### src/lcdtpc_map.svh
// Constants for the LCD drive timing and power control block
`ifndef LCDTPC_MAP_SVH
`define LCDTPC_MAP_SVH
`define LCDTPC_ADR_CTRL      8'h00
`define LCDTPC_ADR_INIT_LINE 8'h04
`define LCDTPC_ADR_NLINE     8'h08
`define LCDTPC_ADR_VOLUME    8'h0c
`define LCDTPC_ADR_STATUS    8'h10
`define LCDTPC_ADR_ROWDATA   8'h14
`define LCDTPC_CTRL_MASTER   0
`define LCDTPC_CTRL_PWR_ON   1
`define LCDTPC_CTRL_NLINE_EN 2
`define LCDTPC_CTRL_INVERSE  3
`define LCDTPC_CTRL_DISP_ON  4
`define LCDTPC_CTRL_ALL_ON   5
`define LCDTPC_CTRL_DUTY_LSB 6
`define LCDTPC_CTRL_RST      8'h00
`define LCDTPC_VOL_RST       5'h00
`define LCDTPC_VOL_STEPS     6'h1f
`define LCDTPC_LINES_PER_FRAME 7'h40
`define LCDTPC_SEG_ONLY      70
`define LCDTPC_DUAL          96
`define LCDTPC_OUTS          167
`define LCDTPC_ROW_BITS      166
`endif

### src/lcdtpc_pkg.sv
// Types for the LCD drive timing and power control block
package lcdtpc_pkg;
  typedef enum logic [1:0] {
    LCDTPC_DIV4  = 2'h0,
    LCDTPC_DIV8  = 2'h1,
    LCDTPC_DIV16 = 2'h3
  } lcdtpc_div_e;
  typedef logic [1:0] lcdtpc_lvl_t;
endpackage

### src/lcdtpc_core.sv
// LCD display timing, latch, common scan and power control with Wishbone registers
// Functional notes
// Master drives polarity, frame align, clocks
// Slave takes polarity, frame align; clock floats
// Software loads n minus one for n-line
// 167 outputs: 70 segment, 96 dual, one
// Two shift registers scan the commons
// Four levels from data, scan, polarity
// Line latch per period; display modes there
// Oscillator only used in master mode
// Oscillator divided by four, eight, sixteen
// Power circuit works only in master
// Power off disables all three stages
// Host waits settling before completion command
// Mode pins decode the three power stages
// Tripler clocked from running oscillator
// Five-bit contrast register, 32 steps
// Zero contrast disables current contribution
// Each step adds one thirty-first current
// Software enables regulator and follower first
// Frame start loads line counter, then increments
// Start pulse before frame-align change, both modes; master raises it in the same cycle as the change
// Polarity toggles per frame by default
// N-line mode toggles after n lines
//
// Implementation choices: the Wishbone slave port and the register addresses.
`timescale 1ns/100ps
`include "lcdtpc_map.svh"
module lcdtpc_core
  import lcdtpc_pkg::*;
(
  input  wire logic               I_CORE_CLK,
  input  wire logic               I_RST_N,
  input  wire logic               I_WB_CYC,
  input  wire logic               I_WB_STB,
  input  wire logic               I_WB_WE,
  input  wire logic [7:0]         I_WB_ADR,
  input  wire logic [3:0]         I_WB_SEL,
  input  wire logic [31:0]        I_WB_DAT,
  output logic      [31:0]        O_WB_DAT,
  output logic                    O_WB_ACK,
  input  wire logic               I_OSC_TICK,
  input  wire logic               I_LINE_TICK_IN,
  input  wire logic               I_AC_DRIVE_POLARITY,
  input  wire logic               I_FRAME_ALIGN,
  input  wire logic               I_POWER_CFG_SEL_A,
  input  wire logic               I_POWER_CFG_SEL_B,
  output logic                    O_AC_DRIVE_POLARITY,
  output logic                    O_AC_DRIVE_POLARITY_OE_N,
  output logic                    O_FRAME_ALIGN,
  output logic                    O_FRAME_ALIGN_OE_N,
  output logic                    O_DIVIDED_TICK_OUT,
  output logic                    O_DIVIDED_TICK_OUT_OE_N,
  output logic                    O_COMMON_START_PULSE,
  output logic                    O_LINE_REQ,
  output logic [5:0]              O_LINE_ADDR,
  output logic                    O_TRIPLER_EN,
  output logic                    O_TRIPLER_CLK,
  output logic                    O_REGULATOR_EN,
  output logic                    O_FOLLOWER_EN,
  output logic                    O_CURRENT_EN,
  output logic [4:0]              O_CURRENT_STEPS,
  output lcdtpc_lvl_t             O_DRIVE_LVL [`LCDTPC_OUTS]
);
  logic [7:0]  ctrl;
  logic [5:0]  init_line;
  logic [5:0]  nline;
  logic [4:0]  volume;
  logic [`LCDTPC_ROW_BITS-1:0] row_buf;
  logic [`LCDTPC_ROW_BITS-1:0] row_latch;
  logic [3:0]  div_cnt;
  logic        osc_q;
  logic        div_q;
  logic [6:0]  line_in_frame;
  logic [5:0]  nl_cnt;
  logic        pol_int;
  logic        frame_int;
  logic [5:0]  line_cnt;
  logic [47:0] scan_lo;
  logic [47:0] scan_hi;
  logic        is_master;
  logic        pwr_ok;
  logic        osc_rise;
  logic        line_tick;
  logic        pol_now;
  logic        frame_now;
  logic        frame_q;
  logic        frame_edge;
  logic        last_line;
  logic        wb_req;
  logic [3:0]  div_mask;
  logic [`LCDTPC_DUAL:0] com_sel;
  logic [`LCDTPC_DUAL:0] is_com;
  logic [`LCDTPC_ROW_BITS-1:0] row_shown;

  assign is_master = ctrl[`LCDTPC_CTRL_MASTER];
  assign wb_req    = I_WB_CYC && I_WB_STB && !O_WB_ACK;

  // Wishbone slave: one registered ack a cycle after the strobe, unmapped reads give zero
  always_ff @(posedge I_CORE_CLK) begin
    if (!I_RST_N) begin
      O_WB_ACK <= 1'b0;
    end else begin
      O_WB_ACK <= wb_req;
    end
  end

  always_ff @(posedge I_CORE_CLK) begin
    if (!I_RST_N) begin
      ctrl      <= `LCDTPC_CTRL_RST;
      init_line <= 6'h00;
      nline     <= 6'h00;
      volume    <= `LCDTPC_VOL_RST;
      row_buf   <= '0;
    end else if (wb_req && I_WB_WE && I_WB_SEL[0]) begin
      unique case (I_WB_ADR)
        `LCDTPC_ADR_CTRL:      ctrl <= I_WB_DAT[7:0];
        `LCDTPC_ADR_INIT_LINE: init_line <= I_WB_DAT[5:0];
        `LCDTPC_ADR_NLINE:     nline <= I_WB_DAT[5:0];
        `LCDTPC_ADR_VOLUME:    volume <= I_WB_DAT[4:0];
        `LCDTPC_ADR_ROWDATA:   row_buf <= {row_buf[`LCDTPC_ROW_BITS-33:0], I_WB_DAT};
        default: ;
      endcase
    end
  end

  always_ff @(posedge I_CORE_CLK) begin
    if (!I_RST_N) begin
      O_WB_DAT <= 32'h0000_0000;
    end else if (wb_req && !I_WB_WE) begin
      unique case (I_WB_ADR)
        `LCDTPC_ADR_CTRL:      O_WB_DAT <= {24'h00_0000, ctrl};
        `LCDTPC_ADR_INIT_LINE: O_WB_DAT <= {26'h000_0000, init_line};
        `LCDTPC_ADR_NLINE:     O_WB_DAT <= {26'h000_0000, nline};
        `LCDTPC_ADR_VOLUME:    O_WB_DAT <= {27'h000_0000, volume};
        `LCDTPC_ADR_STATUS:    O_WB_DAT <= {16'h0000, pol_now, frame_now, O_TRIPLER_EN,
                                            O_REGULATOR_EN, O_FOLLOWER_EN, 5'h00, line_cnt};
        default:               O_WB_DAT <= 32'h0000_0000;
      endcase
    end
  end

  // Divider: oscillator only counted in master mode
  always_comb begin
    unique case (lcdtpc_div_e'(ctrl[`LCDTPC_CTRL_DUTY_LSB +: 2]))
      LCDTPC_DIV4:  div_mask = 4'h1;
      LCDTPC_DIV8:  div_mask = 4'h3;
      LCDTPC_DIV16: div_mask = 4'h7;
      default:      div_mask = 4'h1;
    endcase
  end

  always_ff @(posedge I_CORE_CLK) begin
    if (!I_RST_N) begin
      osc_q   <= 1'b0;
      div_cnt <= 4'h0;
      div_q   <= 1'b0;
    end else begin
      osc_q <= I_OSC_TICK;
      if (osc_rise && is_master) begin
        if ((div_cnt & div_mask) == div_mask) begin
          div_cnt <= 4'h0;
          div_q   <= ~div_q;
        end else begin
          div_cnt <= div_cnt + 4'h1;
        end
      end
    end
  end
  assign osc_rise = I_OSC_TICK && !osc_q;

  // Line tick: internal divider in master, external line clock in slave
  logic div_q_d;
  logic line_in_q;
  always_ff @(posedge I_CORE_CLK) begin
    if (!I_RST_N) begin
      div_q_d   <= 1'b0;
      line_in_q <= 1'b0;
    end else begin
      div_q_d   <= div_q;
      line_in_q <= I_LINE_TICK_IN;
    end
  end
  assign line_tick = is_master ? (div_q && !div_q_d) : (I_LINE_TICK_IN && !line_in_q);

  // Frame timing: line count runs in both modes, realigned to the frame edge in slave
  assign last_line = (line_in_frame == `LCDTPC_LINES_PER_FRAME - 7'h01);
  always_ff @(posedge I_CORE_CLK) begin
    if (!I_RST_N) begin
      line_in_frame <= 7'h00;
      frame_int     <= 1'b0;
    end else if (frame_edge && !is_master) begin
      line_in_frame <= 7'h00; // Slave realigns to the master frame; see
    end else if (line_tick) begin
      line_in_frame <= last_line ? 7'h00 : line_in_frame + 7'h01;
      if (last_line) begin
        frame_int <= ~frame_int;
      end
    end
  end

  // Start pulse on the last-line tick: with the frame-align change in master, before it in slave
  always_ff @(posedge I_CORE_CLK) begin
    if (!I_RST_N) begin
      O_COMMON_START_PULSE <= 1'b0;
    end else if (line_tick) begin
      O_COMMON_START_PULSE <= last_line;
    end
  end

  assign frame_now = is_master ? frame_int : I_FRAME_ALIGN;
  always_ff @(posedge I_CORE_CLK) begin
    if (!I_RST_N) begin
      frame_q <= 1'b0;
    end else begin
      frame_q <= frame_now;
    end
  end
  assign frame_edge = frame_now ^ frame_q;

  // Polarity: per frame, or every nline+1 lines restarted at frame
  always_ff @(posedge I_CORE_CLK) begin
    if (!I_RST_N) begin
      pol_int <= 1'b0;
      nl_cnt  <= 6'h00;
    end else if (frame_edge) begin
      nl_cnt <= 6'h00;
      if (!ctrl[`LCDTPC_CTRL_NLINE_EN]) begin
        pol_int <= ~pol_int;
      end
    end else if (line_tick && ctrl[`LCDTPC_CTRL_NLINE_EN]) begin
      if (nl_cnt == nline) begin
        nl_cnt  <= 6'h00;
        pol_int <= ~pol_int;
      end else begin
        nl_cnt <= nl_cnt + 6'h01;
      end
    end
  end
  assign pol_now = is_master ? pol_int : I_AC_DRIVE_POLARITY;

  // Pin directions; enable low while driving
  always_comb begin
    O_AC_DRIVE_POLARITY      = pol_int;
    O_FRAME_ALIGN            = frame_int;
    O_DIVIDED_TICK_OUT       = div_q;
    O_AC_DRIVE_POLARITY_OE_N = !is_master;
    O_FRAME_ALIGN_OE_N       = !is_master;
    O_DIVIDED_TICK_OUT_OE_N  = !is_master;
  end

  // Line counter and row latch
  always_ff @(posedge I_CORE_CLK) begin
    if (!I_RST_N) begin
      line_cnt  <= 6'h00;
      row_latch <= '0;
    end else if (frame_edge) begin
      line_cnt <= init_line;
    end else if (line_tick) begin
      line_cnt  <= line_cnt + 6'h01;
      row_latch <= row_buf;
    end
  end
  assign O_LINE_ADDR = line_cnt;
  assign O_LINE_REQ  = line_tick;

  // Display modes act on the latch only, RAM buffer is untouched
  always_comb begin
    if (ctrl[`LCDTPC_CTRL_ALL_ON]) begin
      row_shown = '1;
    end else if (!ctrl[`LCDTPC_CTRL_DISP_ON]) begin
      row_shown = '0;
    end else begin
      row_shown = ctrl[`LCDTPC_CTRL_INVERSE] ? ~row_latch : row_latch;
    end
  end

  // Two common scan shift registers, one per dual bank
  always_ff @(posedge I_CORE_CLK) begin
    if (!I_RST_N) begin
      scan_lo <= '0;
      scan_hi <= '0;
    end else if (line_tick) begin
      scan_lo <= {scan_lo[46:0], O_COMMON_START_PULSE};
      scan_hi <= {scan_lo[47], scan_hi[47:1]};
    end
  end
  assign com_sel = {frame_now && line_in_frame == 7'h00, scan_hi, scan_lo};
  assign is_com  = {1'b1, {`LCDTPC_DUAL{1'b1}}};

  lcdtpc_out_drv u_drv (
    .I_CORE_CLK (I_CORE_CLK),
    .I_RST_N    (I_RST_N),
    .i_row      (row_shown),
    .i_com_sel  (com_sel),
    .i_is_com   (is_com),
    .i_pol      (pol_now),
    .o_lvl      (O_DRIVE_LVL)
  );

  // Power stages: master only, off command kills all
  assign pwr_ok = is_master && ctrl[`LCDTPC_CTRL_PWR_ON];
  always_comb begin
    O_TRIPLER_EN   = pwr_ok && !I_POWER_CFG_SEL_A;
    O_REGULATOR_EN = pwr_ok && !(I_POWER_CFG_SEL_A && I_POWER_CFG_SEL_B);
    O_FOLLOWER_EN  = pwr_ok;
    O_TRIPLER_CLK  = O_TRIPLER_EN && I_OSC_TICK;
    O_CURRENT_EN   = (volume != 5'h00) && O_REGULATOR_EN;
    O_CURRENT_STEPS = volume;
  end

  AST_SLAVE_FLOAT: assert property (@(posedge I_CORE_CLK) disable iff (!I_RST_N)
    !is_master |-> O_DIVIDED_TICK_OUT_OE_N && O_AC_DRIVE_POLARITY_OE_N)
    else $error("slave drives clock");
  AST_MASTER_DRV: assert property (@(posedge I_CORE_CLK) disable iff (!I_RST_N)
    is_master |-> !O_FRAME_ALIGN_OE_N && !O_DIVIDED_TICK_OUT_OE_N)
    else $error("master not driving");
  AST_PWR_OFF: assert property (@(posedge I_CORE_CLK) disable iff (!I_RST_N)
    !ctrl[`LCDTPC_CTRL_PWR_ON] |-> !O_TRIPLER_EN && !O_REGULATOR_EN && !O_FOLLOWER_EN)
    else $error("power stage on while off");
  AST_HH_MODE: assert property (@(posedge I_CORE_CLK) disable iff (!I_RST_N)
    pwr_ok && I_POWER_CFG_SEL_A && I_POWER_CFG_SEL_B |-> !O_REGULATOR_EN && O_FOLLOWER_EN)
    else $error("hh decode wrong");
  AST_SLAVE_PWR: assert property (@(posedge I_CORE_CLK) disable iff (!I_RST_N)
    !is_master |-> !O_FOLLOWER_EN)
    else $error("slave power on");
  AST_VOL_ZERO: assert property (@(posedge I_CORE_CLK) disable iff (!I_RST_N)
    volume == 5'h00 |-> !O_CURRENT_EN)
    else $error("current on at zero");
  AST_LINE_LOAD: assert property (@(posedge I_CORE_CLK) disable iff (!I_RST_N)
    frame_edge |=> line_cnt == $past(init_line))
    else $error("line counter not loaded");
  AST_NL_RESTART: assert property (@(posedge I_CORE_CLK) disable iff (!I_RST_N)
    frame_edge |=> nl_cnt == 6'h00)
    else $error("n-line count not restarted");
  AST_NO_OSC_SLAVE: assert property (@(posedge I_CORE_CLK) disable iff (!I_RST_N)
    !is_master && $stable(is_master) |=> $stable(div_cnt))
    else $error("slave divider ran");
  AST_TRIP_CLK: assert property (@(posedge I_CORE_CLK) disable iff (!I_RST_N)
    !O_TRIPLER_EN |-> !O_TRIPLER_CLK)
    else $error("tripler clock without enable");
endmodule // lcdtpc_core

### src/lcdtpc_out_drv.sv
// Per-output four-level drive selection
`timescale 1ns/100ps
`include "lcdtpc_map.svh"
module lcdtpc_out_drv
  import lcdtpc_pkg::*;
(
  input  wire logic                         I_CORE_CLK,
  input  wire logic                         I_RST_N,
  input  wire logic [`LCDTPC_ROW_BITS-1:0]  i_row,
  input  wire logic [`LCDTPC_DUAL:0]        i_com_sel,
  input  wire logic [`LCDTPC_DUAL:0]        i_is_com,
  input  wire logic                         i_pol,
  output lcdtpc_lvl_t                       o_lvl [`LCDTPC_OUTS]
);
  // Level code: {active, pol xor active}; segment bit selects select/nonselect
  genvar g;
  generate
    for (g = 0; g < `LCDTPC_OUTS; g++) begin : g_out
      logic on;
      if (g < `LCDTPC_DUAL + 1) begin : g_dual
        assign on = i_is_com[g] ? i_com_sel[g] : ((g < `LCDTPC_ROW_BITS) ? i_row[g] : 1'b0);
      end else begin : g_seg
        assign on = i_row[g-`LCDTPC_DUAL-1];
      end
      always_ff @(posedge I_CORE_CLK) begin
        if (!I_RST_N) begin
          o_lvl[g] <= 2'h0;
        end else begin
          o_lvl[g] <= {on, i_pol ^ on};
        end
      end
    end
  endgenerate
endmodule // lcdtpc_out_drv

### config.mk
export PLATFORM = sky130hd
export DESIGN_NAME = lcdtpc_core
export DESIGN_NICKNAME = d
export VERILOG_FILES = /design/src/lcdtpc_pkg.sv /design/src/lcdtpc_core.sv /design/src/lcdtpc_out_drv.sv
export VERILOG_INCLUDE_DIRS = /design/src
export SDC_FILE = /design/constraint.sdc
export NUM_CORES = 1
export LEC_CHECK = 0
export BUFFER_PORTS_ARGS = -buffer_cell sky130_fd_sc_hd__buf_2
export CAP_MARGIN = 20
export CORE_AREA = 4 4 221 223
export CTS_CLUSTER_DIAMETER = 80
export DETAILED_ROUTE_END_ITERATION = 7
export DIE_AREA = 0 0 225 227
export GPL_TIMING_DRIVEN = 0
export HOLD_SLACK_MARGIN = 0.1
export PLACE_DENSITY = 0.74
export SYNTH_ARGS = -nofsm -noshare
export SYNTH_HDL_FRONTEND = slang
export SYNTH_SLANG_ARGS = --single-unit
### constraint.sdc
create_clock -name I_CORE_CLK -period 2 [get_ports I_CORE_CLK]
set_clock_uncertainty 0.1 [all_clocks]
set_input_delay 0 -clock I_CORE_CLK [delete_from_list [all_inputs] [get_ports I_CORE_CLK]]
set_output_delay 0 -clock I_CORE_CLK [all_outputs]
set_load 0.005 [all_outputs]
==> results.md, run 1 <==
* Top cell type's share of synthesized area at 56.3%
* Post-route clock period utilization at 103%
* Via count at 19500
* HPWL Detailed at 51.5 mm
* Starting density of the core at 48.8%
* Critical path capture point type: output pin
* Hold crit path type: in -> reg
* Worst-case reg-to-reg path depth at 7
* Max-slew headroom at 36.7%
* Clock slew at reported path FFs at 0.06 ns
* Final GP Congestion at 0.927
* Die span in x at 225 um
* Yosys warns at 0
* R2r setup slk at -0.03 ns
* Reg-to-Reg Start: ctrl[0]
* Initial antenna violation count at 1
* Worst-path fanout max at 8
* Final ANT Viol Nets at 0
* PwrDens at 951 nW/um2
* Arr. time, crit path at 1.97 ns
* Failing checks: negative setup slack
* Fillcell total at 3712
* Seq cells post-synth at 639
* IO buf count at 422
* DRT Pass-1 Iters at 6
* Layout cell share with drive strength beyond 1 at 22.8%
* Worst hold path depth at 4
* Synth async-reset ratio at 0%
* Max Fclk at 483 MHz
* Clk sinks at 639
* Most common cell after layout, fill and taps aside: dfxtp_1
* Post-Syn Area at 22700 um2
* Min-delay src: I_WB_DAT[23]
* DIE HEIGHT at 227 um
* RSZ-0062 raised after global routing: true
* Area delta synth->final at 29.4%
* Critical path type: reg -> out
* CP Data Required Time at 1.90 ns
* CTS tree: built
* Core Box Area at 46600 um2
* Synth area leader: dfxtp_1
* GR Overflow Total at 0
* Num CTS Buffers at 66
* Worst reg2reg path endpoint: O_AC_DRIVE_POLARITY
* Final Worst Setup Slack at -0.0687 ns
* WHS at 0.116 ns
* Ys flop type: dfxtp_1
* Sequential fraction of the synthesis area at 56.3%
* Std cell rows at 79
* # setup viols final at 5
* Crit path time final at 2.07 ns
* Leak at 0.0129 uW
* Max clock buf depth at 3
* Vias in the first global route at 18800
* CTS H-tree lvls at 3
* Clock Root Buffer: clkbuf_16
* Total GRT Usage at 26.2%
* First-pass GRT wire length at 105 mm
* Slew Limit Fails at 0
* Routed wire length at 70.6 mm
* Die area at 51100 um2
* Antenna Cells at 0
* Tightest Pin Transition at 0.949 ns
* Worst-Skew Late Latency at 0.59 ns
* Post-Syn Instances at 2499
* Final Instance Count excl. Fillers at 3748
* IO Pins at 446
* Unique masters post-synth at 58
* Synth Area per Inst at 9.08 um2
* WL per Instance at 18.8 um
* Most frequent cells in the layout: dfxtp_1, buf_2, nand2_1
* Max Cap Viol at 0
* Worst Hold End: row_buf[23]
* Post-synth EDFFs at 0
* Area contributors post-synth: dfxtp_1, a21oi_1, xor2_1
* DRC Markers at 0
* Final #Nets at 3150
* Pin count of the biggest net entering global routing at 17
* Vias per cell at 5.20
* Cells after DPL at 3547
* Final hold viol count at 0
* Crit path launch type: register
* Status: finished with violations
* Maximum VDD drop at 1.13 mV
* Initial DRC count at 1399
## state kept, by name, summed over array words and instances (netlist names), 3 cells and up
| signal | cells |
|---|---|
| nl_cnt | 6 |
| O_LINE_ADDR | 6 |
| u_drv.o_lvl | 334 |
| nline | 6 |
| scan_lo | 48 |
| init_line | 6 |
| ctrl | 8 |
| O_WB_DAT | 13 |
| scan_hi | 48 |
| line_in_frame | 7 |
| div_cnt | 3 |
| row_latch | 70 |
| O_CURRENT_STEPS | 5 |
| row_buf | 70 |
## kinds of logic after synthesis
logic type	count (synthesis)	share of synthesized area (%)
AND/OR/NAND/NOR	873	16.9
other	1	0.0165
multiplexers	27	1.23
adder cells (fa/ha/maj)	5	0.276
flip-flops	639	56.3
AO/OA/AOI/OAI	468	10.7
XOR/XNOR	260	10.1
buffers and inverters	226	4.38
## worst max-delay path by stage
stage	startpoint	to	depth (start not counted)
after floorplan	O_WB_ACK	row_buf[0]	6
after global placement	ctrl[0]	u_drv.o_lvl[144]	7
after detailed placement	ctrl[0]	u_drv.o_lvl[144]	7
after CTS	ctrl[0]	O_LINE_REQ	7
after global routing	ctrl[0]	O_LINE_REQ	7
final	ctrl[0]	O_LINE_REQ	7
## layer usage
layer | up-vias | part of all wire, % | routed length (um) | track usage [%]
li1 | 9282 | - | - | -
met1 | 9201 | 42 | 29800 | 34.3
met2 | 849 | 47 | 33300 | 43.8
met3 | 155 | 7.2 | 5080 | 4.29
met4 | 0 | 3.4 | 2390 | 10.2
met5 | - | 0 | 0 | 0
## through the flow
stage	total power (uW)	setup slack [ns]	setup TNS, ns	instance area [um2]	utilization [%]
final	27900	-0.0687	-0.142	29400	63.1
after global routing	28700	-0.129	-3.35	29400	63.1
after global placement	14600	-0.991	-331.35	25600	55.1
after floorplan	14000	0.107	0	22800	-
after detailed placement	14700	-0.992	-332.38	25700	55.1
after CTS	28000	-0.147	-0.147	29100	62.4
## cell type report
cell class              instances  area (um2)  area share (%)
clock buffers                  89        1970            6.72
repair buffers                512        2980            10.2
clock inverters                30         418            1.42
inverters                      13        61.3           0.209
well taps                     607         759            2.59
flip-flops and latches        639       12800            43.6
multi-input cells            1652        9140            31.1
plain buffers                 206        1230            4.20
## critical path, cell delays in order (launching register included)
cell       delay [ns]
dfxtp_4          0.36
and3b_2          0.25
nor2_4           0.15
buf_12           0.15
clkinv_8         0.06
clkbuf_16        0.15
buf_8            0.13
buf_6            0.11
## where the power goes
part / total, uW / internal [uW] / switching, uW / leakage [uW]
clock: 13300 / 8140 / 5120 / 0.00118
combinational: 1640 / 626 / 1010 / 0.00655
sequential: 13000 / 12900 / 93.7 / 0.00520
total: 27900 / 21700 / 6220 / 0.0129
## cells in the mapped netlist (all sizes together) (2+ instances only)
library cell and count:
nor4 4, nor2 278, a211oi 2, nand2 352, nand4 4, dfxtp 639, a221oi 4, o31ai 2
nand3 95, clkbuf 132, and4 2, o2111ai 7, or2 2, and3 2, inv 13, nand3b 2
a311oi 2, or3 2, o211ai 3, mux2i 22, or4 9, a22oi 3, mux2 5, nor3 6
ha 5, o21ai 95, nor3b 3, xor2 175, nand2b 3, nand4bb 2, xnor2 85, and2 102
a21oi 341, buf 81, o22ai 2
## repair_timing
| action | CTS | global route |
|---|---|---|
| hold buffers | 66 | 0 |
| buffers inserted | 10 | 13 |
| gates resized for setup | 93 | 98 |
| hold endpoints to repair | 100 | 0 |
| setup endpoints to repair | 516 | 324 |
| pin swaps | 5 | 4 |
No activity file was read; power rests on OpenSTA's default activity.
==> run 2: changes to the inputs <==
REMOVE_ABC_BUFFERS = 1   (was unset)
==> run 2 against run 1 <==
  * The flow finishes with violations (negative hold slack, negative setup slack)
  * Via count down 2.1%
  * First-iteration DRC count grew 16%
  * Flip-flop and latch count stayed put
  * Hold slack got worse by 0.22 ns
  * Global-route usage is 2.6 points lower
  * Critical path type is now in -> reg
  * Highest routed layer unchanged
==> results.md, run 2 (synthesized netlist as in run 1, its figures left out) <==
* Status: finished with violations (unchanged)
* Failing checks: negative hold slack, negative setup slack (was negative setup slack)
* Final GP Congestion at 0.881 (was 0.927)
* Hold crit path type: in -> reg (unchanged)
* Max Cap Viol at 0 (unchanged)
* Cell Area, Placed at 25500 um2 (was 25700 um2)
* Tightest Pin Transition at 0.994 ns (was 0.949 ns)
* Pin count of the biggest net entering global routing at 163 (was 17)
* Critical path type: in -> reg (was reg -> out)
* Area delta synth->final at 29.0% (was 29.4%)
* Num CTS Buffers at 66 (unchanged)
* Die area at 51100 um2 (unchanged)
* Fillcell total at 3631 (was 3712)
* CTS Hold Bufs at 85 (was 66)
* Clk sinks at 639 (unchanged)
* Top Family by Delay on Critical Path: buffers and inverters (unchanged)
* Crit path time final at 2.13 ns (was 2.07 ns)
* GR Overflow Total at 0 (unchanged)
* Die span in x at 225 um (unchanged)
* Layout Cell Area excl Fill at 29300 um2 (was 29400 um2)
* Clock slew at reported path FFs at 0.06 ns (about the same)
* Largest registers: u_drv.o_lvl x334, row_buf x70, row_latch x70 (unchanged)
* Max-slew headroom at 33.8% (was 36.7%)
* CTS tree: built (unchanged)
* Crit path max-delay cell type: dlygate4sd3_1 (was dfxtp_4)
* Core Box Area at 46600 um2 (unchanged)
* Flip-flop and latch area at 12800 um2 (about the same)
* Final #Nets at 3030 (was 3150)
* # setup viols final at 3 (was 5)
* Total GRT Usage at 23.6% (was 26.2%)
* Layout cell share with drive strength beyond 1 at 21.6% (was 22.8%)
* CP dominant cell by count: dlygate4sd3_1
* Slew Limit Fails at 0 (unchanged)
* Max clock buf depth at 3 (unchanged)
* Via count at 19100 (was 19500)
* Cell count along the critical path at 7 (unchanged)
* PwrDens at 913 nW/um2 (was 951 nW/um2)
* Std cell rows at 79 (unchanged)
* RSZ-0062 raised after global routing: true (unchanged)
* Vias per cell at 5.25 (was 5.20)
* IO Pins at 446 (unchanged)
* IO buf count at 423 (was 422)
* Maximum VDD drop at 0.844 mV (was 1.13 mV)
* Leak at 0.0128 uW (was 0.0129 uW)
* Arr. time, crit path at 2.50 ns (was 1.97 ns)
* Critical path buffer and inverter count at 3 (was 5)
* Routed wire length at 66.8 mm (was 70.6 mm)
* HPWL Detailed at 37.4 mm (was 51.5 mm)
* DRC Markers at 0 (unchanged)
* M2 GR Usage at 39.6% (was 43.8%)
* Final hold viol count at 76 (was 0)
* Most common cell after layout, fill and taps aside: dfxtp_1 (unchanged)
* Worst-case reg-to-reg path depth at 6 (was 7)
* Largest reg by FF count: u_drv.o_lvl (unchanged)
* Max Fclk at 469 MHz (was 483 MHz)
* Vias in the first global route at 18200 (was 18800)
* CP Cell Sequence: buf_2, dlygate4sd3_1, nor3b_2, dlygate4sd3_1, and2_1, a32oi_1, a31oi_1 (was and3b_2, nor2_4, buf_12, clkinv_8, clkbuf_16, buf_8, buf_6)
* Worst-Skew Late Latency at 0.60 ns (was 0.59 ns)
* Max FFs per register at 334 (unchanged)
* Global routing met1 resource utilization at 30.4% (was 34.3%)
* Critical path capture point type: register (was output pin)
* Most frequent cells in the layout: dfxtp_1, buf_2, nand2_1 (unchanged)
* CP Data Required Time at 2.37 ns (was 1.90 ns)
* First-pass GRT wire length at 98.1 mm (was 105 mm)
* Setup TNS at -0.139 ns (was -0.142 ns)
* Final Worst Setup Slack at -0.134 ns (was -0.0687 ns)
* DRT Pass-1 Iters at 5 (was 6)
* WHS at -0.101 ns (was 0.116 ns)
* Worst-path fanout max at 10 (was 8)
* WL per Instance at 18.4 um (was 18.8 um)
* Starting density of the core at 48.8% (unchanged)
* Worst hold path depth at 3 (was 4)
* GRT busiest layer: met2 (unchanged)
* Post-route clock period utilization at 107% (was 103%)
* DIE HEIGHT at 227 um (unchanged)
* Multi-input gate area at 9160 um2 (was 9140 um2)
* Crit path launch type: input pin (was register)
* Grt met3 use at 4.60% (was 4.29%)
* Largest stage delay, worst path at 0.63 ns (was 0.36 ns)
* Initial antenna violation count at 2 (was 1)
* Clock Root Buffer: clkbuf_16 (unchanged)
* Initial DRC count at 1621 (was 1399)
* Final ANT Viol Nets at 0 (unchanged)
* CTS H-tree lvls at 3 (unchanged)
[run 2: final timing paths]
kind               start              end  slack (ns)
min              I_RST_N  u_drv.o_lvl[33]       -0.10
min reg2reg  row_buf[40]      row_buf[40]        0.36
max          I_WB_ADR[1]      O_WB_DAT[0]       -0.13
max reg2reg      ctrl[0]      O_WB_DAT[0]       -0.11
[run 2: metrics by stage]
| stage | setup WS (ns) | hold WS [ns] | utilization, % | instances | total power [uW] |
|---|---|---|---|---|---|
| after CTS | -0.0852 | -0.105 | 62.0 | 3598 | 26800 |
| after floorplan | -11.22 | -0.0567 | - | 2304 | 14000 |
| after detailed placement | -1.40 | 0.137 | 54.7 | 3364 | 14700 |
| after global placement | -18.25 | 0.134 | 53.1 | 3334 | 14700 |
| after global routing | -0.162 | -0.0694 | 62.9 | 3628 | 27600 |
| final | -0.134 | -0.101 | 62.9 | 3629 | 26700 |
[run 2: area by class of cell]
| class | instances | area share, % |
|---|---|---|
| clock inverters | 17 | 0.457 |
| clock buffers | 101 | 6.68 |
| multi-input cells | 1654 | 31.3 |
| flip-flops and latches | 639 | 43.7 |
| well taps | 607 | 2.59 |
| repair buffers | 593 | 14.8 |
| diodes | 2 | 0.0171 |
| repair inverters | 3 | 0.115 |
| inverters | 13 | 0.282 |
[run 2: worst reg2reg max path: stages, from the launching register on]
cell	delay [ns]
dfxtp_4	0.46
buf_6	0.16
inv_1	0.10
o22ai_2	0.18
dlygate4sd3_1	0.58
nand3_1	0.08
a31oi_1	0.34
[run 2: repair_timing]
| item | in CTS | in global routing |
|---|---|---|
| resized for setup | 11 | 28 |
| setup endpoints to repair | 453 | 245 |
| setup buffers | 25 | 24 |
| hold endpoints to repair | 183 | 107 |
| pin swaps | 26 | 4 |
| gates cloned | 7 | 8 |
[run 2: power breakdown]
group / switching [uW] / internal [uW]
sequential: 93.6 / 12900
clock: 5030 / 6910
combinational: 1030 / 737
[run 2: per-layer routing]
layer,vias to the layer above,wire length (um)
li1,9044,-
met1,9117,27800
met4,0,1910
met2,766,31900
met3,143,5140
met5,-,0
==> run 3: changes to the inputs <==
CORE_AREA = 2 2 219 221   (was 4 4 221 223)
DIE_AREA = 0 0 221 223   (was 0 0 225 227)
==> run 3 against run 2 <==
  * The run still ends with negative hold slack, negative setup slack left
  * Design area increased by 4.3%
  * First-iteration DRC count grew 4.3%
  * Clock-buffer cell count increased by 1
  * Non-clock buffer count up 39
  * Sequential share of layout area down 1.8 points
  * Die area is 3.5% lower
  * Hold slack improved by 0.051 ns
  * Clock power is 4% higher
  * Critical path type is now reg -> reg
==> results.md, run 3 (synthesized netlist as in run 1, its figures left out) <==
* DIE HEIGHT at 223 um (was 227 um)
* Cell Area, Placed at 25400 um2 (was 25500 um2)
* Routed wire length at 70.1 mm (was 66.8 mm)
* Pin count of the biggest net entering global routing at 177 (was 163)
* WHS at -0.0502 ns (was -0.101 ns)
* Core Box Area at 47100 um2 (was 46600 um2)
* PwrDens at 903 nW/um2 (was 913 nW/um2)
* IO Pins at 446 (unchanged)
* GR Overflow Total at 0 (unchanged)
* Max clock buf depth at 3 (unchanged)
* Initial antenna violation count at 0 (was 2)
* CTS tree: built (unchanged)
* Hold crit path type: in -> reg (unchanged)
* DRT Pass-1 Iters at 8 (was 5)
* Num CTS Buffers at 67 (was 66)
* Leak at 0.0133 uW (was 0.0128 uW)
* WL per Instance at 19.0 um (was 18.4 um)
* Clock slew at reported path FFs at 0.06 ns (about the same)
* Crit path max-delay cell type: or4_4 (was dlygate4sd3_1)
* Layout Cell Area excl Fill at 30600 um2 (was 29300 um2)
* Tightest Pin Transition at 0.986 ns (was 0.994 ns)
* Clock Root Buffer: clkbuf_16 (unchanged)
* First-pass GRT wire length at 101 mm (was 98.1 mm)
* Worst-path fanout max at 7 (was 10)
* Die area at 49300 um2 (was 51100 um2)
* Max Cap Viol at 0 (unchanged)
* Post-route clock period utilization at 104% (was 107%)
* Die span in x at 221 um (was 225 um)
* Final hold viol count at 4 (was 76)
* Max FFs per register at 334 (unchanged)
* Slew Limit Fails at 0 (unchanged)
* Max-slew headroom at 34.3% (was 33.8%)
* DRC Markers at 0 (unchanged)
* Critical path type: reg -> reg (was in -> reg)
* IO buf count at 423 (unchanged)
* Total GRT Usage at 25.5% (was 23.6%)
* Worst-Skew Late Latency at 0.61 ns (was 0.60 ns)
* Largest stage delay, worst path at 0.41 ns (was 0.63 ns)
* Area delta synth->final at 34.6% (was 29.0%)
* Status: finished with violations (unchanged)
* Vias per cell at 5.33 (was 5.25)
* # setup viols final at 48 (was 3)
* Initial DRC count at 1690 (was 1621)
* CP dominant cell by count: buf_6 (was dlygate4sd3_1)
* Final ANT Viol Nets at 0 (unchanged)
* Max Fclk at 479 MHz (was 469 MHz)
* HPWL Detailed at 35.6 mm (was 37.4 mm)
* Failing checks: negative hold slack, negative setup slack (unchanged)
* Layout cell share with drive strength beyond 1 at 25.5% (was 21.6%)
* Maximum VDD drop at 0.879 mV (was 0.844 mV)
* RSZ-0062 raised after global routing: true (unchanged)
* Largest reg by FF count: u_drv.o_lvl (unchanged)
* Arr. time, crit path at 2.53 ns (was 2.50 ns)
* Largest registers: u_drv.o_lvl x334, row_buf x70, row_latch x70 (unchanged)
* Via count at 19600 (was 19100)
* Std cell rows at 80 (was 79)
* Final Power at 27600 uW (was 26700 uW)
* Most common cell after layout, fill and taps aside: dfxtp_1 (unchanged)
* Crit path time final at 2.09 ns (was 2.13 ns)
* Starting density of the core at 48.2% (was 48.8%)
* Final GP Congestion at 0.845 (was 0.881)
* Antenna Cells at 0 (was 2)
* Final Worst Setup Slack at -0.0895 ns (was -0.134 ns)
* CP Cell Sequence: buf_12, buf_6, mux2i_4, buf_6, xor2_4, buf_6, buf_6, or4_4, nand4_1 (was buf_2, dlygate4sd3_1, nor3b_2, dlygate4sd3_1, and2_1, a32oi_1, a31oi_1)
* Vias in the first global route at 18600 (was 18200)
* CP Data Required Time at 2.44 ns (was 2.37 ns)
* Crit path launch type: register (was input pin)
* CTS H-tree lvls at 3 (unchanged)
* Critical path capture point type: register (unchanged)
* Clk sinks at 639 (unchanged)
* Final #Nets at 3072 (was 3030)
* Most frequent cells in the layout: dfxtp_1, buf_2, nand2_1 (unchanged)
[run 3: cell types whose count changed in the layout (fill, tap and decap cells not counted), sizes merged]
cell,delta
dlygate4sd3,-4
diode,-2
clkinvlp,+1
clkinv,+5
buf,+35
inv,-1
clkbuf,+9
or4,+1
[run 3: path summary, 6_finish.rpt]
path                     from                   to  slack, ns  depth (start not counted)
hold reg to reg   row_buf[46]          row_buf[46]       0.36                          2
setup reg to reg      ctrl[0]  O_AC_DRIVE_POLARITY      -0.09                          9
setup / recovery      ctrl[0]  O_AC_DRIVE_POLARITY      -0.09                          9
hold / removal    I_WB_ADR[7]          O_WB_DAT[0]      -0.05                          5
[run 3: through the flow]
stage	hold WS, ns	instances	worst slack (ns)	util [%]	TNS, ns
2_1_floorplan	-0.0567	2304	-11.22	-	-4332.93
3_3_place_gp	0.128	3342	-17.82	52.4	-7579.78
3_5_place_dp	0.143	3370	-1.16	53.9	-314.21
4_1_cts	-0.0885	3642	-0.0366	62.6	-0.0677
5_1_grt	-0.0348	3681	-0.140	64.8	-6.90
6_report	-0.0502	3681	-0.0895	64.8	-1.66
[run 3: metal layers]
layer	track usage (%)	share of wire, %	wire length [um]
met1	31.9	40	28400
met3	5.24	7.1	5000
met2	42.8	49	34200
met4	10.7	3.6	2490
met5	0	0	0
[run 3: cell type report]
cell class,instances,area (um2)
fill,3494,16600
sequential,639,12800
multi-input combinational,1655,9610
timing repair buffer,632,5020
clock buffer,102,2040
tap,615,769
clock inverter,21,180
inverter,13,82.6
timing repair inverter,4,42.5
[run 3: critical path, delay by kind of cell (launching register included)]
| family | cells | cell delay [ns] |
|---|---|---|
| flops | 1 | 0.35 |
| simple gates | 2 | 0.51 |
| buf+inv | 5 | 0.67 |
| xor+xnor | 1 | 0.19 |
| mux | 1 | 0.19 |
[run 3: power by group]
part	total [uW]	switching [uW]	internal, uW
clock network	12400	5180	7240
logic	2140	1200	938
registers	13000	89.6	12900
total	27600	6480	21100
[run 3: what timing repair did]
item,CTS,global route
setup endpoints to repair,449,308
gates resized for setup,45,137
hold endpoints to repair,215,15
buffers inserted,52,24
cloned,18,19
pin swaps,15,48
hold buffers,82,1
